### src/logic/ofs_pkg.sv
// shared constants and types of the fir output scale and sync block
`default_nettype none
package ofs_pkg;
    // register indices; byte address is four times the index
    localparam logic [11:0] REG_MODE_CONTROL = 12'h0300;
    localparam logic [11:0] REG_COMB_TWO_DECIMATION = 12'h0306;
    localparam logic [11:0] REG_COMB_FIVE_DECIMATION = 12'h0308;
    localparam logic [11:0] REG_OUTPUT_SCALE_CONTROL = 12'h0309;
    localparam logic [11:0] REG_FIR_DECIMATION = 12'h030a;
    localparam logic [11:0] REG_COEFFICIENT_START_OFFSET = 12'h030b;
    localparam logic [11:0] REG_TAP_COUNT = 12'h030c;
    localparam logic [11:0] REG_OUTPUT_FORMAT = 12'h030e;
    localparam logic [11:0] REG_BLOCK_STATUS = 12'h030f;
    localparam int APB_ADDR_W = 14;
    // mode control fields
    localparam int MODE_SOFT_RESET_BIT = 0;
    localparam int MODE_DUAL_CHANNEL_BIT = 1;
    localparam int MODE_SYNC_MASTER_BIT = 3;
    localparam logic [3:0] MODE_CONTROL_RESET = 4'h1;
    // output scale control fields
    localparam int SCALE_LSB = 0;
    localparam int SCALE_W = 3;
    localparam int UNIQUE_B_BIT = 3;
    localparam logic [3:0] OUTPUT_SCALE_RESET = 4'h0;
    localparam logic [7:0] BYTE_REG_RESET = 8'h00;
    // scaler arithmetic
    localparam int FIR_RESULT_W = 23;
    localparam int PORT_WORD_W = 32;
    localparam int SCALE_UNITY = 4;
    localparam int ROUND_DROP_BITS = 7;
    // cycles from the master comb counter reaching zero to the counter load edge
    localparam int SYNC_LAT = 4;
    typedef enum logic [1:0] {
        OFS_FMT_16 = 2'h0,
        OFS_FMT_24 = 2'h1,
        OFS_FMT_32 = 2'h2
    } ofs_fmt_t;
    localparam logic [1:0] OUTPUT_FORMAT_RESET = 2'h0;
    // coefficient step handed to the mac datapath
    typedef struct packed {
        logic valid;
        logic chan_b;
        logic first;
        logic last;
        logic [7:0] addr;
    } ofs_coef_step_t;
    // sync pad pair, one bit per pin
    typedef struct packed {
        logic comb;
        logic fir;
    } ofs_sync_pins_t;
endpackage
`default_nettype wire

### src/logic/ofs_phase_cnt.sv
// decimation phase counter with realignment load
`default_nettype none
module ofs_phase_cnt #(
    parameter int W = 16
) (
    // clock and reset
    input wire logic pclk,
    input wire logic presetn,
    // control
    input wire logic hold,
    input wire logic advance,
    input wire logic [W-1:0] last,
    input wire logic load,
    input wire logic [W-1:0] load_val,
    // state
    output logic [W-1:0] count,
    output logic at_zero
);
    logic [W-1:0] count_ff;

    if (W < 2) begin : g_chk
        $error("ofs_phase_cnt: W too small");
    end

    always_ff @(posedge pclk or negedge presetn) begin
        if (!presetn) begin
            count_ff <= '0;
        end else if (hold) begin
            count_ff <= '0;
        end else if (load) begin
            count_ff <= load_val;
        end else if (advance) begin
            count_ff <= (count_ff >= last) ? '0 : count_ff + 1'b1;
        end
    end

    assign count = count_ff;
    assign at_zero = (count_ff == '0);
endmodule
`default_nettype wire

### src/logic/ofs_scaler.sv
// output scaling, rounding and saturation of the fir result
`default_nettype none
module ofs_scaler
    import ofs_pkg::*;
(
    // clock and reset
    input wire logic pclk,
    input wire logic presetn,
    // fir result
    input wire logic in_valid,
    input wire logic [ofs_pkg::FIR_RESULT_W-1:0] in_word,
    input wire logic [ofs_pkg::SCALE_W-1:0] scale,
    input wire ofs_pkg::ofs_fmt_t fmt,
    // port word
    output logic out_valid,
    output logic [ofs_pkg::PORT_WORD_W-1:0] out_word
);
    import ofs_pkg::*;
    logic out_valid_ff;
    logic [PORT_WORD_W-1:0] out_word_ff;
    logic [PORT_WORD_W-1:0] nxt_out_word;

    // shift by 3+scale, ties away, saturate
    function automatic logic [15:0] round16(input logic [FIR_RESULT_W-1:0] x, input logic [SCALE_W-1:0] s);
        logic signed [25:0] xs;
        logic signed [25:0] bias;
        logic signed [25:0] sum;
        int unsigned rs;
        xs = 26'(signed'(x));
        rs = ROUND_DROP_BITS - SCALE_UNITY + int'(s);
        bias = 26'(1) <<< (rs - 1);
        if (xs < 0) begin
            bias = bias - 26'sd1;
        end
        sum = (xs + bias) >>> rs;
        if (sum > 26'sd32767) begin
            round16 = 16'h7fff;
        end else if (sum < -26'sd32768) begin
            round16 = 16'h8000;
        end else begin
            round16 = sum[15:0];
        end
    endfunction

    always_comb begin
        case (fmt)
            // wide words bypass the scale value
            OFS_FMT_24: nxt_out_word = {8'h00, 24'(signed'(in_word))};
            OFS_FMT_32: nxt_out_word = 32'(signed'(in_word));
            default: nxt_out_word = {16'h0000, round16(in_word, scale)};
        endcase
    end

    always_ff @(posedge pclk or negedge presetn) begin
        if (!presetn) begin
            out_valid_ff <= 1'b0;
            out_word_ff <= '0;
        end else begin
            out_valid_ff <= in_valid;
            if (in_valid) begin
                out_word_ff <= nxt_out_word;
            end
        end
    end

    assign out_valid = out_valid_ff;
    assign out_word = out_word_ff;
endmodule
`default_nettype wire

### src/logic/ofs_top.sv
// fir output scaling, coefficient sequencing and decimation sync
`default_nettype none
module ofs_top
    import ofs_pkg::*;
#(
    parameter int ADDR_W = APB_ADDR_W
) (
    // apb clock and reset
    input wire logic pclk,
    input wire logic presetn,
    // apb slave
    input wire logic psel,
    input wire logic penable,
    input wire logic pwrite,
    input wire logic [ADDR_W-1:0] paddr,
    input wire logic [31:0] pwdata,
    output logic [31:0] prdata,
    output logic pready,
    output logic pslverr,
    // fir result from the mac datapath
    input wire logic fir_result_valid,
    input wire logic [ofs_pkg::FIR_RESULT_W-1:0] fir_result_word,
    // port word to the output port
    output logic port_output_valid,
    output logic [ofs_pkg::PORT_WORD_W-1:0] port_output_word,
    // coefficient step to the mac datapath
    output ofs_pkg::ofs_coef_step_t coef_step,
    // decimation strobes to the comb stages and fir stage
    output logic comb_decimate,
    output logic fir_decimate,
    // sync pads
    input wire ofs_pkg::ofs_sync_pins_t sync_pad_in,
    output ofs_pkg::ofs_sync_pins_t sync_pad_out,
    output ofs_pkg::ofs_sync_pins_t sync_pad_oe
);
    import ofs_pkg::*;

    if (ADDR_W < APB_ADDR_W) begin : g_chk
        $error("ofs_top: ADDR_W cannot reach the register map");
    end

    typedef enum logic [1:0] {
        SEQ_IDLE = 2'b01,
        SEQ_RUN = 2'b10
    } ofs_seq_state_t;

    // register file
    logic [3:0] mode_control_ff;
    logic [3:0] output_scale_control_ff;
    logic [7:0] coefficient_start_offset_ff;
    logic [7:0] comb_two_decimation_ff;
    logic [7:0] comb_five_decimation_ff;
    logic [7:0] fir_decimation_ff;
    logic [7:0] tap_count_ff;
    logic [1:0] output_format_ff;
    logic [31:0] prdata_ff;
    logic pslverr_ff;
    logic [11:0] reg_index;
    logic setup_phase;
    logic wr_en;
    logic [31:0] nxt_prdata;
    logic nxt_pslverr;
    logic soft_reset;
    logic sync_master;
    logic dual_channel;
    logic unique_b;

    // sync path
    logic [1:0] comb_sync_sr_ff;
    logic [1:0] fir_sync_sr_ff;
    logic comb_sync_old_ff;
    logic fir_sync_old_ff;
    logic comb_rise;
    logic fir_rise;
    ofs_sync_pins_t sync_out_ff;
    ofs_sync_pins_t sync_oe_ff;
    logic comb_decimate_ff;
    logic fir_decimate_ff;
    logic [15:0] comb_period_m1;
    logic [15:0] comb_count;
    logic [15:0] comb_load_val;
    logic [7:0] fir_count;
    logic [7:0] fir_load_val;
    logic comb_tick;
    logic fir_at_zero;
    logic fir_tick;

    // sequencer
    ofs_seq_state_t seq_state_ff;
    ofs_seq_state_t nxt_seq_state;
    logic [8:0] step_ff;
    logic [8:0] step_last;
    logic [7:0] addr_ff;
    logic chan_b_ff;
    ofs_coef_step_t coef_step_ff;

    // value lat mod m, m at least one; lat is small so a short loop suffices
    function automatic logic [15:0] lat_mod(input logic [15:0] lat, input logic [15:0] m);
        logic [15:0] r;
        r = lat;
        for (int i = 0; i < SYNC_LAT + 1; i++) begin
            if (r >= m) begin
                r = r - m;
            end
        end
        lat_mod = r;
    endfunction

    // ---------------- apb slave ----------------
    assign reg_index = paddr[13:2];
    assign setup_phase = psel && !penable;
    assign wr_en = psel && penable && pwrite && !pslverr_ff;
    assign soft_reset = mode_control_ff[MODE_SOFT_RESET_BIT];
    assign sync_master = mode_control_ff[MODE_SYNC_MASTER_BIT];
    assign dual_channel = mode_control_ff[MODE_DUAL_CHANNEL_BIT];
    assign unique_b = output_scale_control_ff[UNIQUE_B_BIT];

    always_comb begin
        nxt_pslverr = 1'b0;
        nxt_prdata = 32'h0000_0000;
        case (reg_index)
            REG_MODE_CONTROL: nxt_prdata = {28'h000_0000, mode_control_ff};
            REG_COMB_TWO_DECIMATION: nxt_prdata = {24'h00_0000, comb_two_decimation_ff};
            REG_COMB_FIVE_DECIMATION: nxt_prdata = {24'h00_0000, comb_five_decimation_ff};
            REG_OUTPUT_SCALE_CONTROL: nxt_prdata = {28'h000_0000, output_scale_control_ff};
            REG_FIR_DECIMATION: nxt_prdata = {24'h00_0000, fir_decimation_ff};
            REG_COEFFICIENT_START_OFFSET: nxt_prdata = {24'h00_0000, coefficient_start_offset_ff};
            REG_TAP_COUNT: nxt_prdata = {24'h00_0000, tap_count_ff};
            REG_OUTPUT_FORMAT: nxt_prdata = {30'h0000_0000, output_format_ff};
            REG_BLOCK_STATUS: begin
                nxt_prdata = {20'h0_0000, seq_state_ff == SEQ_RUN, chan_b_ff, sync_master, soft_reset, addr_ff};
                nxt_pslverr = pwrite;
            end
            default: nxt_pslverr = 1'b1;
        endcase
        if (paddr[1:0] != 2'b00 || (paddr >> 14) != '0) begin
            nxt_pslverr = 1'b1;
            nxt_prdata = 32'h0000_0000;
        end
    end

    // answer prepared in setup, so the access phase completes at once
    always_ff @(posedge pclk or negedge presetn) begin
        if (!presetn) begin
            prdata_ff <= 32'h0000_0000;
            pslverr_ff <= 1'b0;
        end else if (setup_phase) begin
            prdata_ff <= pwrite ? 32'h0000_0000 : nxt_prdata;
            pslverr_ff <= nxt_pslverr;
        end
    end

    always_ff @(posedge pclk or negedge presetn) begin
        if (!presetn) begin
            mode_control_ff <= MODE_CONTROL_RESET;
            output_scale_control_ff <= OUTPUT_SCALE_RESET;
            coefficient_start_offset_ff <= BYTE_REG_RESET;
            comb_two_decimation_ff <= BYTE_REG_RESET;
            comb_five_decimation_ff <= BYTE_REG_RESET;
            fir_decimation_ff <= BYTE_REG_RESET;
            tap_count_ff <= BYTE_REG_RESET;
            output_format_ff <= OUTPUT_FORMAT_RESET;
        end else if (wr_en) begin
            case (reg_index)
                // sync master select lives in mode control
                REG_MODE_CONTROL: mode_control_ff <= pwdata[3:0];
                REG_COMB_TWO_DECIMATION: comb_two_decimation_ff <= pwdata[7:0];
                REG_COMB_FIVE_DECIMATION: comb_five_decimation_ff <= pwdata[7:0];
                // scale in bits 2:0, per-channel flag in bit 3
                REG_OUTPUT_SCALE_CONTROL: output_scale_control_ff <= pwdata[3:0];
                REG_FIR_DECIMATION: fir_decimation_ff <= pwdata[7:0];
                REG_COEFFICIENT_START_OFFSET: coefficient_start_offset_ff <= pwdata[7:0];
                REG_TAP_COUNT: tap_count_ff <= pwdata[7:0];
                REG_OUTPUT_FORMAT: output_format_ff <= pwdata[1:0];
                default: ;
            endcase
        end
    end

    // ---------------- sync pads ----------------
    // pads sampled through two flops in either role
    always_ff @(posedge pclk or negedge presetn) begin
        if (!presetn) begin
            comb_sync_sr_ff <= 2'b00;
            fir_sync_sr_ff <= 2'b00;
            comb_sync_old_ff <= 1'b0;
            fir_sync_old_ff <= 1'b0;
        end else begin
            comb_sync_sr_ff <= {comb_sync_sr_ff[0], sync_pad_in.comb};
            fir_sync_sr_ff <= {fir_sync_sr_ff[0], sync_pad_in.fir};
            comb_sync_old_ff <= comb_sync_sr_ff[1];
            fir_sync_old_ff <= fir_sync_sr_ff[1];
        end
    end

    // each pin realigns its own counter independently
    assign comb_rise = comb_sync_sr_ff[1] && !comb_sync_old_ff;
    assign fir_rise = fir_sync_sr_ff[1] && !fir_sync_old_ff;

    // comb period is the product of both comb factors
    assign comb_period_m1 = 16'((17'(comb_two_decimation_ff) + 17'd1) * (17'(comb_five_decimation_ff) + 17'd1) - 17'd1);
    // phase the master would have reached since the pulse left its pad
    assign comb_load_val = lat_mod(16'(SYNC_LAT), comb_period_m1 + 16'd1);
    // 17 bits so a 65536-cycle period cannot divide by zero
    assign fir_load_val = 8'(lat_mod(16'(17'(SYNC_LAT - 1) / (17'(comb_period_m1) + 17'd1)) + 16'd1,
                                     16'(fir_decimation_ff) + 16'd1));

    // counters free-run at the programmed ratio
    ofs_phase_cnt #(
        .W(16)
    ) u_comb_cnt (
        .pclk(pclk),
        .presetn(presetn),
        .hold(soft_reset),
        .advance(1'b1),
        .last(comb_period_m1),
        .load(comb_rise),
        .load_val(comb_load_val),
        .count(comb_count),
        .at_zero(comb_tick)
    );

    ofs_phase_cnt #(
        .W(8)
    ) u_fir_cnt (
        .pclk(pclk),
        .presetn(presetn),
        .hold(soft_reset),
        .advance(comb_tick),
        .last(fir_decimation_ff),
        .load(fir_rise),
        .load_val(fir_load_val),
        .count(fir_count),
        .at_zero(fir_at_zero)
    );

    // fir pulse only on a comb pulse
    assign fir_tick = comb_tick && fir_at_zero && !soft_reset;

    always_ff @(posedge pclk or negedge presetn) begin
        if (!presetn) begin
            sync_out_ff <= '0;
            sync_oe_ff <= '0;
            comb_decimate_ff <= 1'b0;
            fir_decimate_ff <= 1'b0;
        end else begin
            // pulses launched from a clock edge
            sync_out_ff.comb <= comb_tick && !soft_reset;
            sync_out_ff.fir <= fir_tick;
            sync_oe_ff.comb <= sync_master;
            sync_oe_ff.fir <= sync_master;
            comb_decimate_ff <= comb_tick && !soft_reset;
            fir_decimate_ff <= fir_tick;
        end
    end

    // ---------------- coefficient sequencer ----------------
    assign step_last = dual_channel ? {tap_count_ff, 1'b1} : {1'b0, tap_count_ff};

    always_comb begin
        nxt_seq_state = seq_state_ff;
        case (seq_state_ff)
            SEQ_IDLE: if (fir_tick) nxt_seq_state = SEQ_RUN;
            SEQ_RUN: if (soft_reset || (step_ff == step_last && !fir_tick)) nxt_seq_state = SEQ_IDLE;
            default: nxt_seq_state = SEQ_IDLE;
        endcase
    end

    always_ff @(posedge pclk or negedge presetn) begin
        if (!presetn) begin
            seq_state_ff <= SEQ_IDLE;
            step_ff <= 9'h000;
            addr_ff <= 8'h00;
            chan_b_ff <= 1'b0;
        end else begin
            seq_state_ff <= nxt_seq_state;
            if (fir_tick) begin
                // each computation opens at the start offset
                step_ff <= 9'h000;
                addr_ff <= coefficient_start_offset_ff;
                chan_b_ff <= 1'b0;
            end else if (seq_state_ff == SEQ_RUN) begin
                step_ff <= step_ff + 9'h001;
                chan_b_ff <= dual_channel && !chan_b_ff;
                if (!dual_channel || unique_b) begin
                    // single channel or per-channel sets, index moves every step
                    addr_ff <= addr_ff + 8'h01;
                end else if (chan_b_ff) begin
                    // shared set, index moves after channel b
                    addr_ff <= addr_ff + 8'h01;
                end
            end
        end
    end

    always_ff @(posedge pclk or negedge presetn) begin
        if (!presetn) begin
            coef_step_ff <= '0;
        end else begin
            coef_step_ff.valid <= seq_state_ff == SEQ_RUN && !soft_reset;
            coef_step_ff.chan_b <= chan_b_ff;
            coef_step_ff.first <= step_ff == 9'h000;
            coef_step_ff.last <= step_ff == step_last;
            coef_step_ff.addr <= addr_ff;
        end
    end

    // ---------------- output scaling ----------------
    // scale value steers the 16-bit path only
    ofs_scaler u_scaler (
        .pclk(pclk),
        .presetn(presetn),
        .in_valid(fir_result_valid && !soft_reset),
        .in_word(fir_result_word),
        .scale(output_scale_control_ff[SCALE_LSB +: SCALE_W]),
        .fmt(ofs_fmt_t'(output_format_ff)),
        .out_valid(port_output_valid),
        .out_word(port_output_word)
    );

    assign prdata = prdata_ff;
    assign pready = 1'b1;
    assign pslverr = pslverr_ff;
    assign coef_step = coef_step_ff;
    assign comb_decimate = comb_decimate_ff;
    assign fir_decimate = fir_decimate_ff;
    assign sync_pad_out = sync_out_ff;
    assign sync_pad_oe = sync_oe_ff;
endmodule
`default_nettype wire

### config.mk
export PLATFORM = sky130hd
export DESIGN_NAME = ofs_top
export DESIGN_NICKNAME = d
export VERILOG_FILES = /design/src/logic/ofs_pkg.sv /design/src/logic/ofs_phase_cnt.sv /design/src/logic/ofs_scaler.sv /design/src/logic/ofs_top.sv
export SDC_FILE = /design/constraint.sdc
export NUM_CORES = 1
export LEC_CHECK = 0
export BUFFER_PORTS_ARGS = -buffer_cell sky130_fd_sc_hd__clkbuf_2
export CAP_MARGIN = 20
export CORE_AREA = 2 2 255 181
export CTS_BUF_LIST = sky130_fd_sc_hd__clkbuf_16
export DETAILED_ROUTE_END_ITERATION = 6
export DIE_AREA = 0 0 257 183
export HOLD_SLACK_MARGIN = 0.08
export PLACE_DENSITY = 0.84
export SYNTH_ARGS = -nofsm -noshare
export SYNTH_HDL_FRONTEND = slang
export SYNTH_SLANG_ARGS = --single-unit
### constraint.sdc
create_clock -name pclk -period 60 [get_ports pclk]
set_input_delay 3 -clock pclk [delete_from_list [all_inputs] [get_ports pclk]]
set_output_delay 3 -clock pclk [all_outputs]
set_load 0.02 [all_outputs]
== After elaboration in Yosys (flattened, before gate mapping) ==
Cells that the tools add are included.

* $add $sub $neg: 25
* $mul: 1
* Divide/modulo/power cells: 1
* Order comparisons: 15
* Eq/ne operators: 16
* Shift operators: 2
* Muxes and demuxes: 39
* Reductions and logical operators: 42

{| class="wikitable"
|+ Operators with widths
! operator !! count
|-
| 16-bit two-way mux || 14
|-
| 12-bit by 10-bit equality test with 1-bit output, second input constant || 9
|-
| 12-bit one-hot mux with 9 select lines || 1
|-
| 16-bit >= comparator || 5
|-
| 16-bit by 9-bit >= comparator with 1-bit output || 5
|-
| 8-bit two-way mux || 9
|-
| 32-bit one-hot mux with 2 select lines || 1
|-
| 16-bit subtractor || 4
|-
| 16-bit by 9-bit subtractor with 16-bit output || 4
|-
| 26-bit two-way mux || 2
|-
| 16-bit by 1-bit adder with 16-bit output, second input constant || 3
|-
| 32-bit two-way mux || 1
|-
| 2-bit by 32-bit <<< shifter with 26-bit output, first input constant || 1
|-
| 26-bit by 32-bit >>> shifter with 26-bit output || 1
|-
| 32-bit by 1-bit subtractor with 32-bit output, second input constant || 1
|-
| 8-bit by 1-bit adder with 9-bit output, second input constant || 3
|-
| 9-bit two-way mux || 3
|-
| 23-bit by 26-bit adder with 26-bit output || 1
|-
| 26-bit by 16-bit greater-than comparator with 1-bit output, second input constant || 1
|-
| 26-bit by 16-bit < comparator with 1-bit output, second input constant || 1
|-
| 26-bit by 2-bit subtractor with 26-bit output, second input constant || 1
|-
| 23-bit by 1-bit < comparator with 1-bit output, second input constant || 1
|-
| 2-bit AND reduction || 10
|-
| 16-bit by 1-bit adder with 17-bit output, second input constant || 1
|-
| other kinds (29) || 58
|}

* Register bits after elaboration: 181
* Logic and storage cells: 171

== Longest topological paths before layout ==
Gate-level depths: netlist (run 1).

* Depth in word-level cells: 18
* Gate-level depth with buffers: 259
* Depth with buffers taken out: 246

== Hierarchy ==
A second synthesis (run 1) with hierarchy kept.

* Cells, all modules: 3928
* Area, all modules: 30563.1 um2

{| class="wikitable"
|+ By module, submodules not included
! module !! instances !! cells each !! area each (um2) !! sequential area each (um2)
|-
| ofs_top || 1 || 2940 || 23130.9 || 2605.0
|-
| ofs_scaler || 1 || 671 || 4983.5 || 625.6
|-
| ofs_phase_cnt (u_comb_cnt) || 1 || 229 || 1721.7 || 400.4
|-
| ofs_phase_cnt (u_fir_cnt) || 1 || 88 || 726.9 || 200.2
|}

== Worst setup path after synthesis (run 1) ==
Ideal clock, no wire load.

* Kind: flip-flop to flip-flop
* Start: register comb_two_decimation_ff[2]
* End: register u_fir_cnt.count_ff[1], in the netlist u_fir_cnt.count[1]
* Library setup time: 139 ps
* Data arrival time: 48018 ps
* Data required time: 59861 ps
* Path slack: 11843 ps
* Stages on the path, launching flop included: 233
* Path through: dfrtp_1 -> clkbuf_1 -> and3_1 -> and3_1 -> xor2_1 -> nand2_1 -> fa_1 -> inv_1 -> fa_1 -> fa_1 -> fa_1 -> inv_1 -> fa_1 -> inv_1 -> ha_1 -> buf_2 -> or3_1 -> a211o_1 -> (+197 left out) -> o2111ai_2 -> nor2_2 -> mux2i_1 -> inv_1 -> fa_1 -> a21o_1 -> a21o_1 -> a21o_1 -> a21oi_1 -> o21ai_0 -> a21o_1 -> a21o_1 -> a21oi_1 -> o311ai_1 -> or4_1 -> buf_2 -> o21ai_1 -> o221ai_1

* Cells in the longest elaborated chain, start to end: 18

{| class="wikitable"
|+ Ends and longest elaborated chain
! what !! line !! text
|-
| start: declaration || ofs_top.sv:51 || <nowiki>logic [7:0] comb_two_decimation_ff;</nowiki>
|-
| start signal: assignment || ofs_top.sv:167 || <nowiki>REG_COMB_TWO_DECIMATION: comb_two_decimation_ff <= pwdata[7:0];</nowiki>
|-
| 8-bit by 1-bit adder with 9-bit output (*) || ofs_top.sv:201 || <nowiki>assign comb_period_m1 = 16'((17'(comb_two_decimation_ff) + 17'd1) * (17'(comb_five_decimation_ff) + 17'd1) - 1 ...</nowiki>
|-
| 9-bit by 9-bit multiplier with 16-bit output (*) || ofs_top.sv:201 ||
|-
| 16-bit by 1-bit subtractor with 16-bit output (*) || ofs_top.sv:201 ||
|-
| 16-bit by 1-bit adder with 17-bit output (*) || ofs_top.sv:205 || <nowiki>assign fir_load_val = 8'(lat_mod(16'(17'(SYNC_LAT - 1) / (17'(comb_period_m1) + 17'd1)) + 16'd1,</nowiki>
|-
| 2-bit by 17-bit divider with 17-bit output (*) || ofs_top.sv:205 ||
|-
| 16-bit by 1-bit adder with 16-bit output (*) || ofs_top.sv:205 ||
|-
| 16-bit by 9-bit subtractor with 16-bit output or 16-bit by 9-bit >= comparator with 1-bit output (tied branches) || ofs_top.sv:103, ofs_top.sv:102 ||
|-
| 16-bit two-way mux (*) || ofs_top.sv:102 || <nowiki>if (r >= m) begin</nowiki>
|-
| (+2 left out) || - ||
|-
| 16-bit by 9-bit subtractor with 16-bit output or 16-bit by 9-bit >= comparator with 1-bit output (tied branches) || ofs_top.sv:103, ofs_top.sv:102 ||
|-
| 16-bit two-way mux (*) || ofs_top.sv:102 ||
|-
| 16-bit by 9-bit subtractor with 16-bit output or 16-bit by 9-bit >= comparator with 1-bit output (tied branches) || ofs_top.sv:103, ofs_top.sv:102 ||
|-
| 16-bit two-way mux (*) || ofs_top.sv:102 ||
|-
| 16-bit by 9-bit >= comparator with 1-bit output or 8-bit subtractor (tied branches) || ofs_top.sv:102, ofs_top.sv:103 ||
|-
| 8-bit two-way mux (*) || ofs_top.sv:102 ||
|-
| 8-bit two-way mux (*) || ofs_phase_cnt.sv:30 || <nowiki>end else if (load) begin</nowiki>
|-
| 8-bit two-way mux (*) || ofs_phase_cnt.sv:28 || <nowiki>end else if (hold) begin</nowiki>
|-
| end signal: assignment || ofs_phase_cnt.sv:31 || <nowiki>count_ff <= load_val;</nowiki>
|-
| end signal: assignment || ofs_phase_cnt.sv:33 || <nowiki>count_ff <= (count_ff >= last) ? '0 : count_ff + 1'b1;</nowiki>
|-
| end: declaration || ofs_phase_cnt.sv:19 || <nowiki>logic [W-1:0] count_ff;</nowiki>
|}

Every way passes the cells marked *; elsewhere a longest branch is shown, timed or not.
A chain may end at the register's enable or synchronous reset.

== Worst setup path after layout (run 1) ==
Ends and elaborated chain as after synthesis.

==> results.sh, run 1 <==
export IMPL_dieArea_um2=47000
export IMPL_cp_slowest_cell="or4_1"
export IMPL_clk_pin_slew_worst_paths_ps=70
export IMPL_firstDrtPassIters=6
export IMPL_finalSetupViolCount=0
export IMPL_cts_tree="yes"
export IMPL_synthAdderAreaFrac_pct=19.3
export IMPL_synth_top_family_by_area="compound AO/OA/AOI/OAI gates"
export IMPL_status="completed"
export IMPL_synth_compound_area_share_pct=24.2
export IMPL_period_share_pct=93.4
export IMPL_worstPathRequired_ps=60310
export IMPL_r2r_setup_slack_ps=3940
export IMPL_track_usage_pct=34.6
export IMPL_synthMuxAreaShare_pct=7.86
export IMPL_avgViaCountPerCell=6.50
export IMPL_worst_ep_arrival_time_ps=56370
export IMPL_ctsRootBufferMaster="clkbuf_16"
export IMPL_nets=4205
export IMPL_wl_per_cell_um=19.3
export IMPL_drt_wl_total_mm=83.7
export IMPL_synth_top_area_share_pct=14.9
export IMPL_cts_sinks=153
export IMPL_ys_top_cells_by_area="ha_1, dfrtp_1, xnor2_1"
export IMPL_slew_limit_headroom_pct=24.4
export IMPL_finalHoldViolations=0
export IMPL_grt_pass1_wl_mm=134
export IMPL_slowest_delay_ps=680
export IMPL_maxSlewViolCount=0
export IMPL_synthDistinctLibCells=109
export IMPL_cap_violations=0
export IMPL_synth_top_cell_by_area="ha_1"
export IMPL_drc=0
export IMPL_vias=28217
export IMPL_ios=162
export IMPL_synthXorXnorAreaFrac_pct=9.74
export IMPL_initial_core_util_pct=64.3
export IMPL_utilization_pct=68.5
export IMPL_syn2layout_area_growth_pct=6.53
export IMPL_cp_top_family="compound AO/OA/AOI/OAI gates"
export IMPL_first_global_vias=25403
export IMPL_synth_simple_gate_area_share_pct=20.1
export IMPL_overflow=0
export IMPL_avgSynthCellArea_um2=7.84
export IMPL_period_minus_slack_ps=56060
export IMPL_syn_inst=3658
export IMPL_worstSetupEndpointType="flop"
export IMPL_num_rows=65
export IMPL_syn_area_um2=28700
export IMPL_worstMarginPinSlew_ps=1110
export IMPL_max_freq_mhz=17.8
export IMPL_rsz0062_at_grt="no"
export IMPL_htree_levels=4
export IMPL_critical_path_class="reg -> reg"
export IMPL_cp_max_fo=21
export IMPL_num_antenna_cells=0
export IMPL_cp_buffers_inverters=17
export IMPL_drtIter0Drc=3351
export IMPL_cp_common_cell="a21oi_1"
export IMPL_cts_buffer_depth=2
export IMPL_ys_seq_elements=153
export IMPL_fin_skew_ps=14.6
export IMPL_place_gp_congestion=0.985
export IMPL_die_y_um=183
export IMPL_hold_ws_ps=350
export IMPL_synthArstFlopShare_pct=100
export IMPL_grt_start_max_net_pins=79
export IMPL_cts_buffers=17
export IMPL_synth_edf_count=0
export IMPL_dp_hpwl_mm=64.6
export IMPL_die_w_um=257
export IMPL_drive_above_1_share_pct=11.8
export IMPL_clkLatencyLatePin_ps=450
export IMPL_core_um2=44600
export IMPL_antenna_found_initial=1
export IMPL_port_buffers=116
export IMPL_hold_path_class="reg -> reg"
export IMPL_final_antenna_net_count=0
export IMPL_setup_tns_ps=0
export IMPL_cp_start_kind="flop"
export IMPL_ys_warn_count=0
export IMPL_ys_seq_area_share_pct=13.4
export IMPL_synth_main_ff_cell="dfrtp_1"
layer usage:
| layer | track usage, % | part of all wire [%] | vias to the layer above |
|---|---|---|---|
| li1 | - | - | 13443 |
| met1 | 53.8 | 47 | 13238 |
| met2 | 49.3 | 40 | 1412 |
| met3 | 7.41 | 11 | 122 |
| met4 | 5.37 | 1.4 | 2 |
| met5 | 0 | 0.016 | - |
final cells by class:
class | count | area (um^2)
multi-input cells | 3155 | 23500
well taps | 603 | 754
clock buffers | 17 | 425
flip-flops and latches | 153 | 3830
clock inverters | 15 | 170
inverters | 228 | 856
fillers | 3630 | 14100
repair buffers | 169 | 1020
cell families after synthesis:
family | after synthesis
AO/OA/AOI/OAI | 1059
XOR/XNOR | 319
AND/OR/NAND/NOR | 1142
flip-flops | 153
multiplexers | 207
other | 2
buffers and inverters | 371
adder cells (fa/ha/maj) | 405
synthesized netlist by cell type, types with 17 or more instances:
cell / instances
ha_1: 342
nand4_1: 56
o211ai_1: 38
o22ai_1: 17
xnor2_1: 219
a21o_1: 137
nand3_1: 96
and3_1: 31
or2_2: 18
a22o_1: 26
o21bai_1: 37
nand2b_1: 67
or3_1: 33
and2_1: 33
o31ai_1: 18
a21oi_1: 283
buf_4: 37
a211oi_1: 35
dfrtp_1: 151
xor2_1: 100
fa_1: 62
nand2_1: 290
mux2i_1: 61
nor2_1: 289
a22oi_1: 32
a31oi_1: 35
nor2b_1: 62
clkbuf_1: 85
nor3_1: 68
o21ai_0: 213
o21a_1: 34
nor4_1: 28
inv_1: 216
mux2_2: 146
registers in the layout (all words and copies together) (netlist names), 8 cells and up:
| signal | flops |
|---|---|
| comb_two_decimation_ff | 8 |
| u_fir_cnt.count | 8 |
| coef_step | 12 |
| u_scaler.out_word | 24 |
| prdata | 12 |
| tap_count_ff | 8 |
| addr_ff | 8 |
| step_ff | 9 |
| coefficient_start_offset_ff | 8 |
| comb_five_decimation_ff | 8 |
| fir_decimation_ff | 8 |
| u_comb_cnt.count | 16 |
layout by cell type, fill, tap and decap left out, types with 23 or more instances in the layout:
cell      instances
o21ai_0         211
xnor2_1         210
a31oi_1          34
nor4_1           28
mux2_2          146
nand4_1          56
a21oi_1         283
o211ai_1         38
or3_1            33
clkbuf_2        115
conb_1           23
a22o_1           26
nand3_1          96
nor3_1           65
nor2b_1          62
dfrtp_1         151
a22oi_1          32
nand2_1         289
xor2_1           98
ha_1            342
o21a_1           34
nand2b_1         67
mux2i_1          61
and3_1           31
a21o_1          137
and2_1           33
o21bai_1         37
fa_1             62
a211oi_1         35
buf_4            50
inv_1           216
nor2_1          288
per-stage QoR:
stage	cells	cell area, um^2	setup WS, ps
after floorplan	3679	28800	11840
after global placement	4299	29800	3960
after detailed placement	4299	29800	3270
after CTS	4331	30400	3050
after global routing	4340	30600	27.7
final	4340	30600	3940
path summary, 6_finish.rpt:
kind,startpoint,cells after the start,end
setup / recovery,comb_two_decimation_ff[2],230,u_fir_cnt.count[1]
hold / removal,comb_sync_sr_ff[0],0,comb_sync_sr_ff[1]
setup reg to reg,comb_two_decimation_ff[2],230,u_fir_cnt.count[1]
hold reg to reg,comb_sync_sr_ff[0],0,comb_sync_sr_ff[1]
max in group asynchronous,presetn,3,mode_control_ff[0]
min in group asynchronous,presetn,1,step_ff[6]
timing repair:
item	4_1_cts	5_1_grt
resized for setup	0	8
hold buffers	0	0
hold endpoints to repair	0	0
setup buffers	0	6
endpoints found under the setup margin	0	8
Power of run 1 is left out: the tool's default activity adds up to more than one toggle a clock period on the data nets, which glitch-free logic cannot reach.
==> inputs of run 2 (changes only) <==
--- a/config.mk
+++ b/config.mk
@@ -7,12 +7,13 @@
 export LEC_CHECK = 0
 export BUFFER_PORTS_ARGS = -buffer_cell sky130_fd_sc_hd__clkbuf_2
 export CAP_MARGIN = 20
-export CORE_AREA = 2 2 255 181
+export CORE_AREA = 2 2 263 187
 export CTS_BUF_LIST = sky130_fd_sc_hd__clkbuf_16
 export DETAILED_ROUTE_END_ITERATION = 6
-export DIE_AREA = 0 0 257 183
+export DIE_AREA = 0 0 265 189
 export HOLD_SLACK_MARGIN = 0.08
-export PLACE_DENSITY = 0.84
+export PLACE_DENSITY = 0.83
 export SYNTH_ARGS = -nofsm -noshare
 export SYNTH_HDL_FRONTEND = slang
+export SYNTH_HIERARCHICAL = 1
 export SYNTH_SLANG_ARGS = --single-unit
==> run 2 against run 1 <==
  * The run now ends with design-rule violations, max-slew violations left
  * Routed wire length is 11% higher
  * Critical path depth up 1
  * Utilization down 0.42 points
  * Global-route usage grew 1.3 points
  * Die area rose by 6.5%
  * Count of clock-buffer cells in the layout is the same
  * Register-to-register slack got worse by 220 ps
  * Final area is 5.6% higher
  * Clock skew grew 0.80 ps
==> results.sh, run 2 <==
export IMPL_cts_buffers=17
export IMPL_synth_top_area_share_pct=14.1
export IMPL_synth_edf_count=0
export IMPL_cts_buffer_depth=2
export IMPL_final_common_cell="nand2_1"
export IMPL_fin_skew_ps=15.4
export IMPL_max_freq_mhz=17.8
export IMPL_grt_start_max_net_pins=94
export IMPL_min_from="comb_sync_sr_ff[0]"
export IMPL_largest_reg_flops=24
export IMPL_die_w_um=265
export IMPL_cp_slowest_cell="dfrtp_2"
export IMPL_ys_seq_elements=153
export IMPL_reg2reg_from="comb_five_decimation_ff[0]"
export IMPL_dp_hpwl_mm=72.9
export IMPL_place_gp_congestion=1.08
export IMPL_cp_buffers_inverters=17
export IMPL_synth_common_cells="nand2_1, ha_1, a21oi_1"
export IMPL_syn_area_um2=30600
export IMPL_cp_max_fo=21
export IMPL_syn2layout_area_growth_pct=5.61
export IMPL_syn_inst=3928
export IMPL_setup_tns_ps=0
export IMPL_synth_top_cell_by_area="ha_1"
export IMPL_hold_buffers=0
export IMPL_die_y_um=189
export IMPL_status="complete, but fails checks"
export IMPL_ctsRootBufferMaster="clkbuf_16"
export IMPL_period_minus_slack_ps=56280
export IMPL_drtIter0Drc=4144
export IMPL_cap_violations=0
export IMPL_synth_main_ff_cell="dfrtp_1"
export IMPL_failed_checks="design-rule violations, max-slew violations"
export IMPL_synthDistinctLibCells=135
export IMPL_ios=162
export IMPL_wl_per_cell_um=20.1
export IMPL_track_usage_pct=35.9
export IMPL_nets=4462
export IMPL_clk_pin_slew_worst_paths_ps=70
export IMPL_worstMarginPinSlew_ps=1770
export IMPL_core_um2=47400
export IMPL_worstPathRequired_ps=60320
export IMPL_hold_path_class="reg -> reg"
export IMPL_r2r_end="u_fir_cnt/count[2]"
export IMPL_drt_wl_total_mm=92.6
export IMPL_cp_top_family="compound AO/OA/AOI/OAI gates"
export IMPL_firstDrtPassIters=7
export IMPL_ys_top_cells_by_area="ha_1, dfrtp_1, mux2_2"
export IMPL_port_buffers=116
export IMPL_vias=30600
export IMPL_avgViaCountPerCell=6.63
export IMPL_hold_end="comb_sync_sr_ff[1]"
export IMPL_drive_above_1_share_pct=13.5
export IMPL_overflow=0
export IMPL_drc=4
export IMPL_maxSlewViolCount=16
export IMPL_initial_core_util_pct=64.4
export IMPL_r2r_setup_slack_ps=3720
export IMPL_cp_common_cell="a21oi_1"
export IMPL_avgSynthCellArea_um2=7.78
export IMPL_ys_warn_count=6
export IMPL_holdPathStages=0
export IMPL_period_share_pct=93.8
export IMPL_final_antenna_net_count=0
export IMPL_slew_limit_headroom_pct=-18.7
export IMPL_final_cell_mix="nand2_1, ha_1, a21oi_1"
export IMPL_finalSetupViolCount=0
export IMPL_synthArstFlopShare_pct=100
export IMPL_cts_sinks=153
export IMPL_antenna_found_initial=1
export IMPL_dieArea_um2=50100
export IMPL_yosysMostFrequentCell="nand2_1"
export IMPL_num_antenna_cells=0
export IMPL_num_rows=67
export IMPL_finalHoldViolations=0
export IMPL_grt_pass1_wl_mm=147
export IMPL_cts_tree="yes"
export IMPL_ys_seq_area_share_pct=12.5
export IMPL_cp_start_kind="flop"
export IMPL_clkLatencyLatePin_ps=460
export IMPL_rsz0062_at_grt="no"
export IMPL_ff2ff_path_depth=231
export IMPL_htree_levels=4
export IMPL_first_global_vias=27442
export IMPL_hold_ws_ps=354
export IMPL_worstSetupEndpointType="flop"
export IMPL_slowest_delay_ps=680
export IMPL_critical_path_class="reg -> reg"
export IMPL_worst_ep_arrival_time_ps=56600
[run 2: changes by cell type in the layout (fill, tap and decap cells not counted), moves of 18 or more]
cell | previous run | this run
a21oi_1 | 283 | 305
xnor2_1 | 210 | 167
nor3_1 | 65 | 107
nor2b_1 | 62 | 38
nand2_1 | 289 | 367
nand4_1 | 56 | 74
[run 2: cell type report]
cell class / instances / area (um^2)
clock inverter: 15 / 184
fill: 3980 / 15200
multi-input combinational: 3399 / 25200
sequential: 153 / 3830
clock buffer: 17 / 425
inverter: 235 / 886
timing repair buffer: 172 / 1010
tap: 621 / 777
[run 2: stage by stage]
| stage | std cells | instance area (um^2) | worst slack [ps] | util (%) |
|---|---|---|---|---|
| 2_1_floorplan | 3956 | 30700 | 11380 | - |
| 3_3_place_gp | 4568 | 31500 | 3070 | 66.3 |
| 3_5_place_dp | 4571 | 31500 | 2440 | 66.4 |
| 4_1_cts | 4603 | 32100 | 2180 | 67.7 |
| 5_1_grt | 4612 | 32300 | 32.2 | 68.0 |
| 6_report | 4612 | 32300 | 3720 | 68.0 |
[run 2: repair_timing]
item | 4_1_cts | 5_1_grt
endpoints found under the hold margin | 0 | 0
endpoints found under the setup margin | 0 | 8
setup buffers | 0 | 8
resized for setup | 0 | 23
[run 2: worst max-delay path by stage]
| stage | start | to | slack [ps] | cells past startpoint |
|---|---|---|---|---|
| 2_1_floorplan | comb_two_decimation_ff[1] | u_fir_cnt/count[1] | 11380 | 239 |
| 3_3_place_gp | comb_five_decimation_ff[0] | u_fir_cnt/count[1] | 3070 | 223 |
| 3_5_place_dp | comb_five_decimation_ff[0] | u_fir_cnt/count[1] | 2440 | 227 |
| 4_1_cts | comb_five_decimation_ff[0] | u_fir_cnt/count[1] | 2180 | 223 |
| 5_1_grt | comb_two_decimation_ff[1] | u_fir_cnt/count[1] | 30 | 230 |
| 6_report | comb_five_decimation_ff[0] | u_fir_cnt/count[2] | 3720 | 231 |
[run 2: logic make-up (layout without fill, tap and decap cells)]
group	Yosys count	count (layout)	share of synthesized area [%]
AO/OA/AOI/OAI	1159	1159	25.5
XOR/XNOR	286	286	8.42
adder cells (fa/ha/maj)	407	407	18.2
buffers and inverters	404	439	5.93
flip-flops	153	153	12.5
multiplexers	217	217	8.18
other	2	30	0.0246
AND/OR/NAND/NOR	1300	1300	21.2
[run 2: worst reg2reg max path, delay by kind of cell, from the launching register on]
family	cells	cell delay, ps
flops	1	680
fa+ha+maj	29	10680
mux	13	4430
compound gates	110	25530
buf+inv	17	2430
simple gates	60	11790
xor+xnor	2	620
[run 2: routing by layer]
layer / GRT usage (%) / wire length (um)
met1: 54.3 / 42100
met2: 50.1 / 36500
met3: 10.7 / 12300
met4: 6.41 / 1630
met5: 0 / 16
Power of run 2 is left out for the same reason.
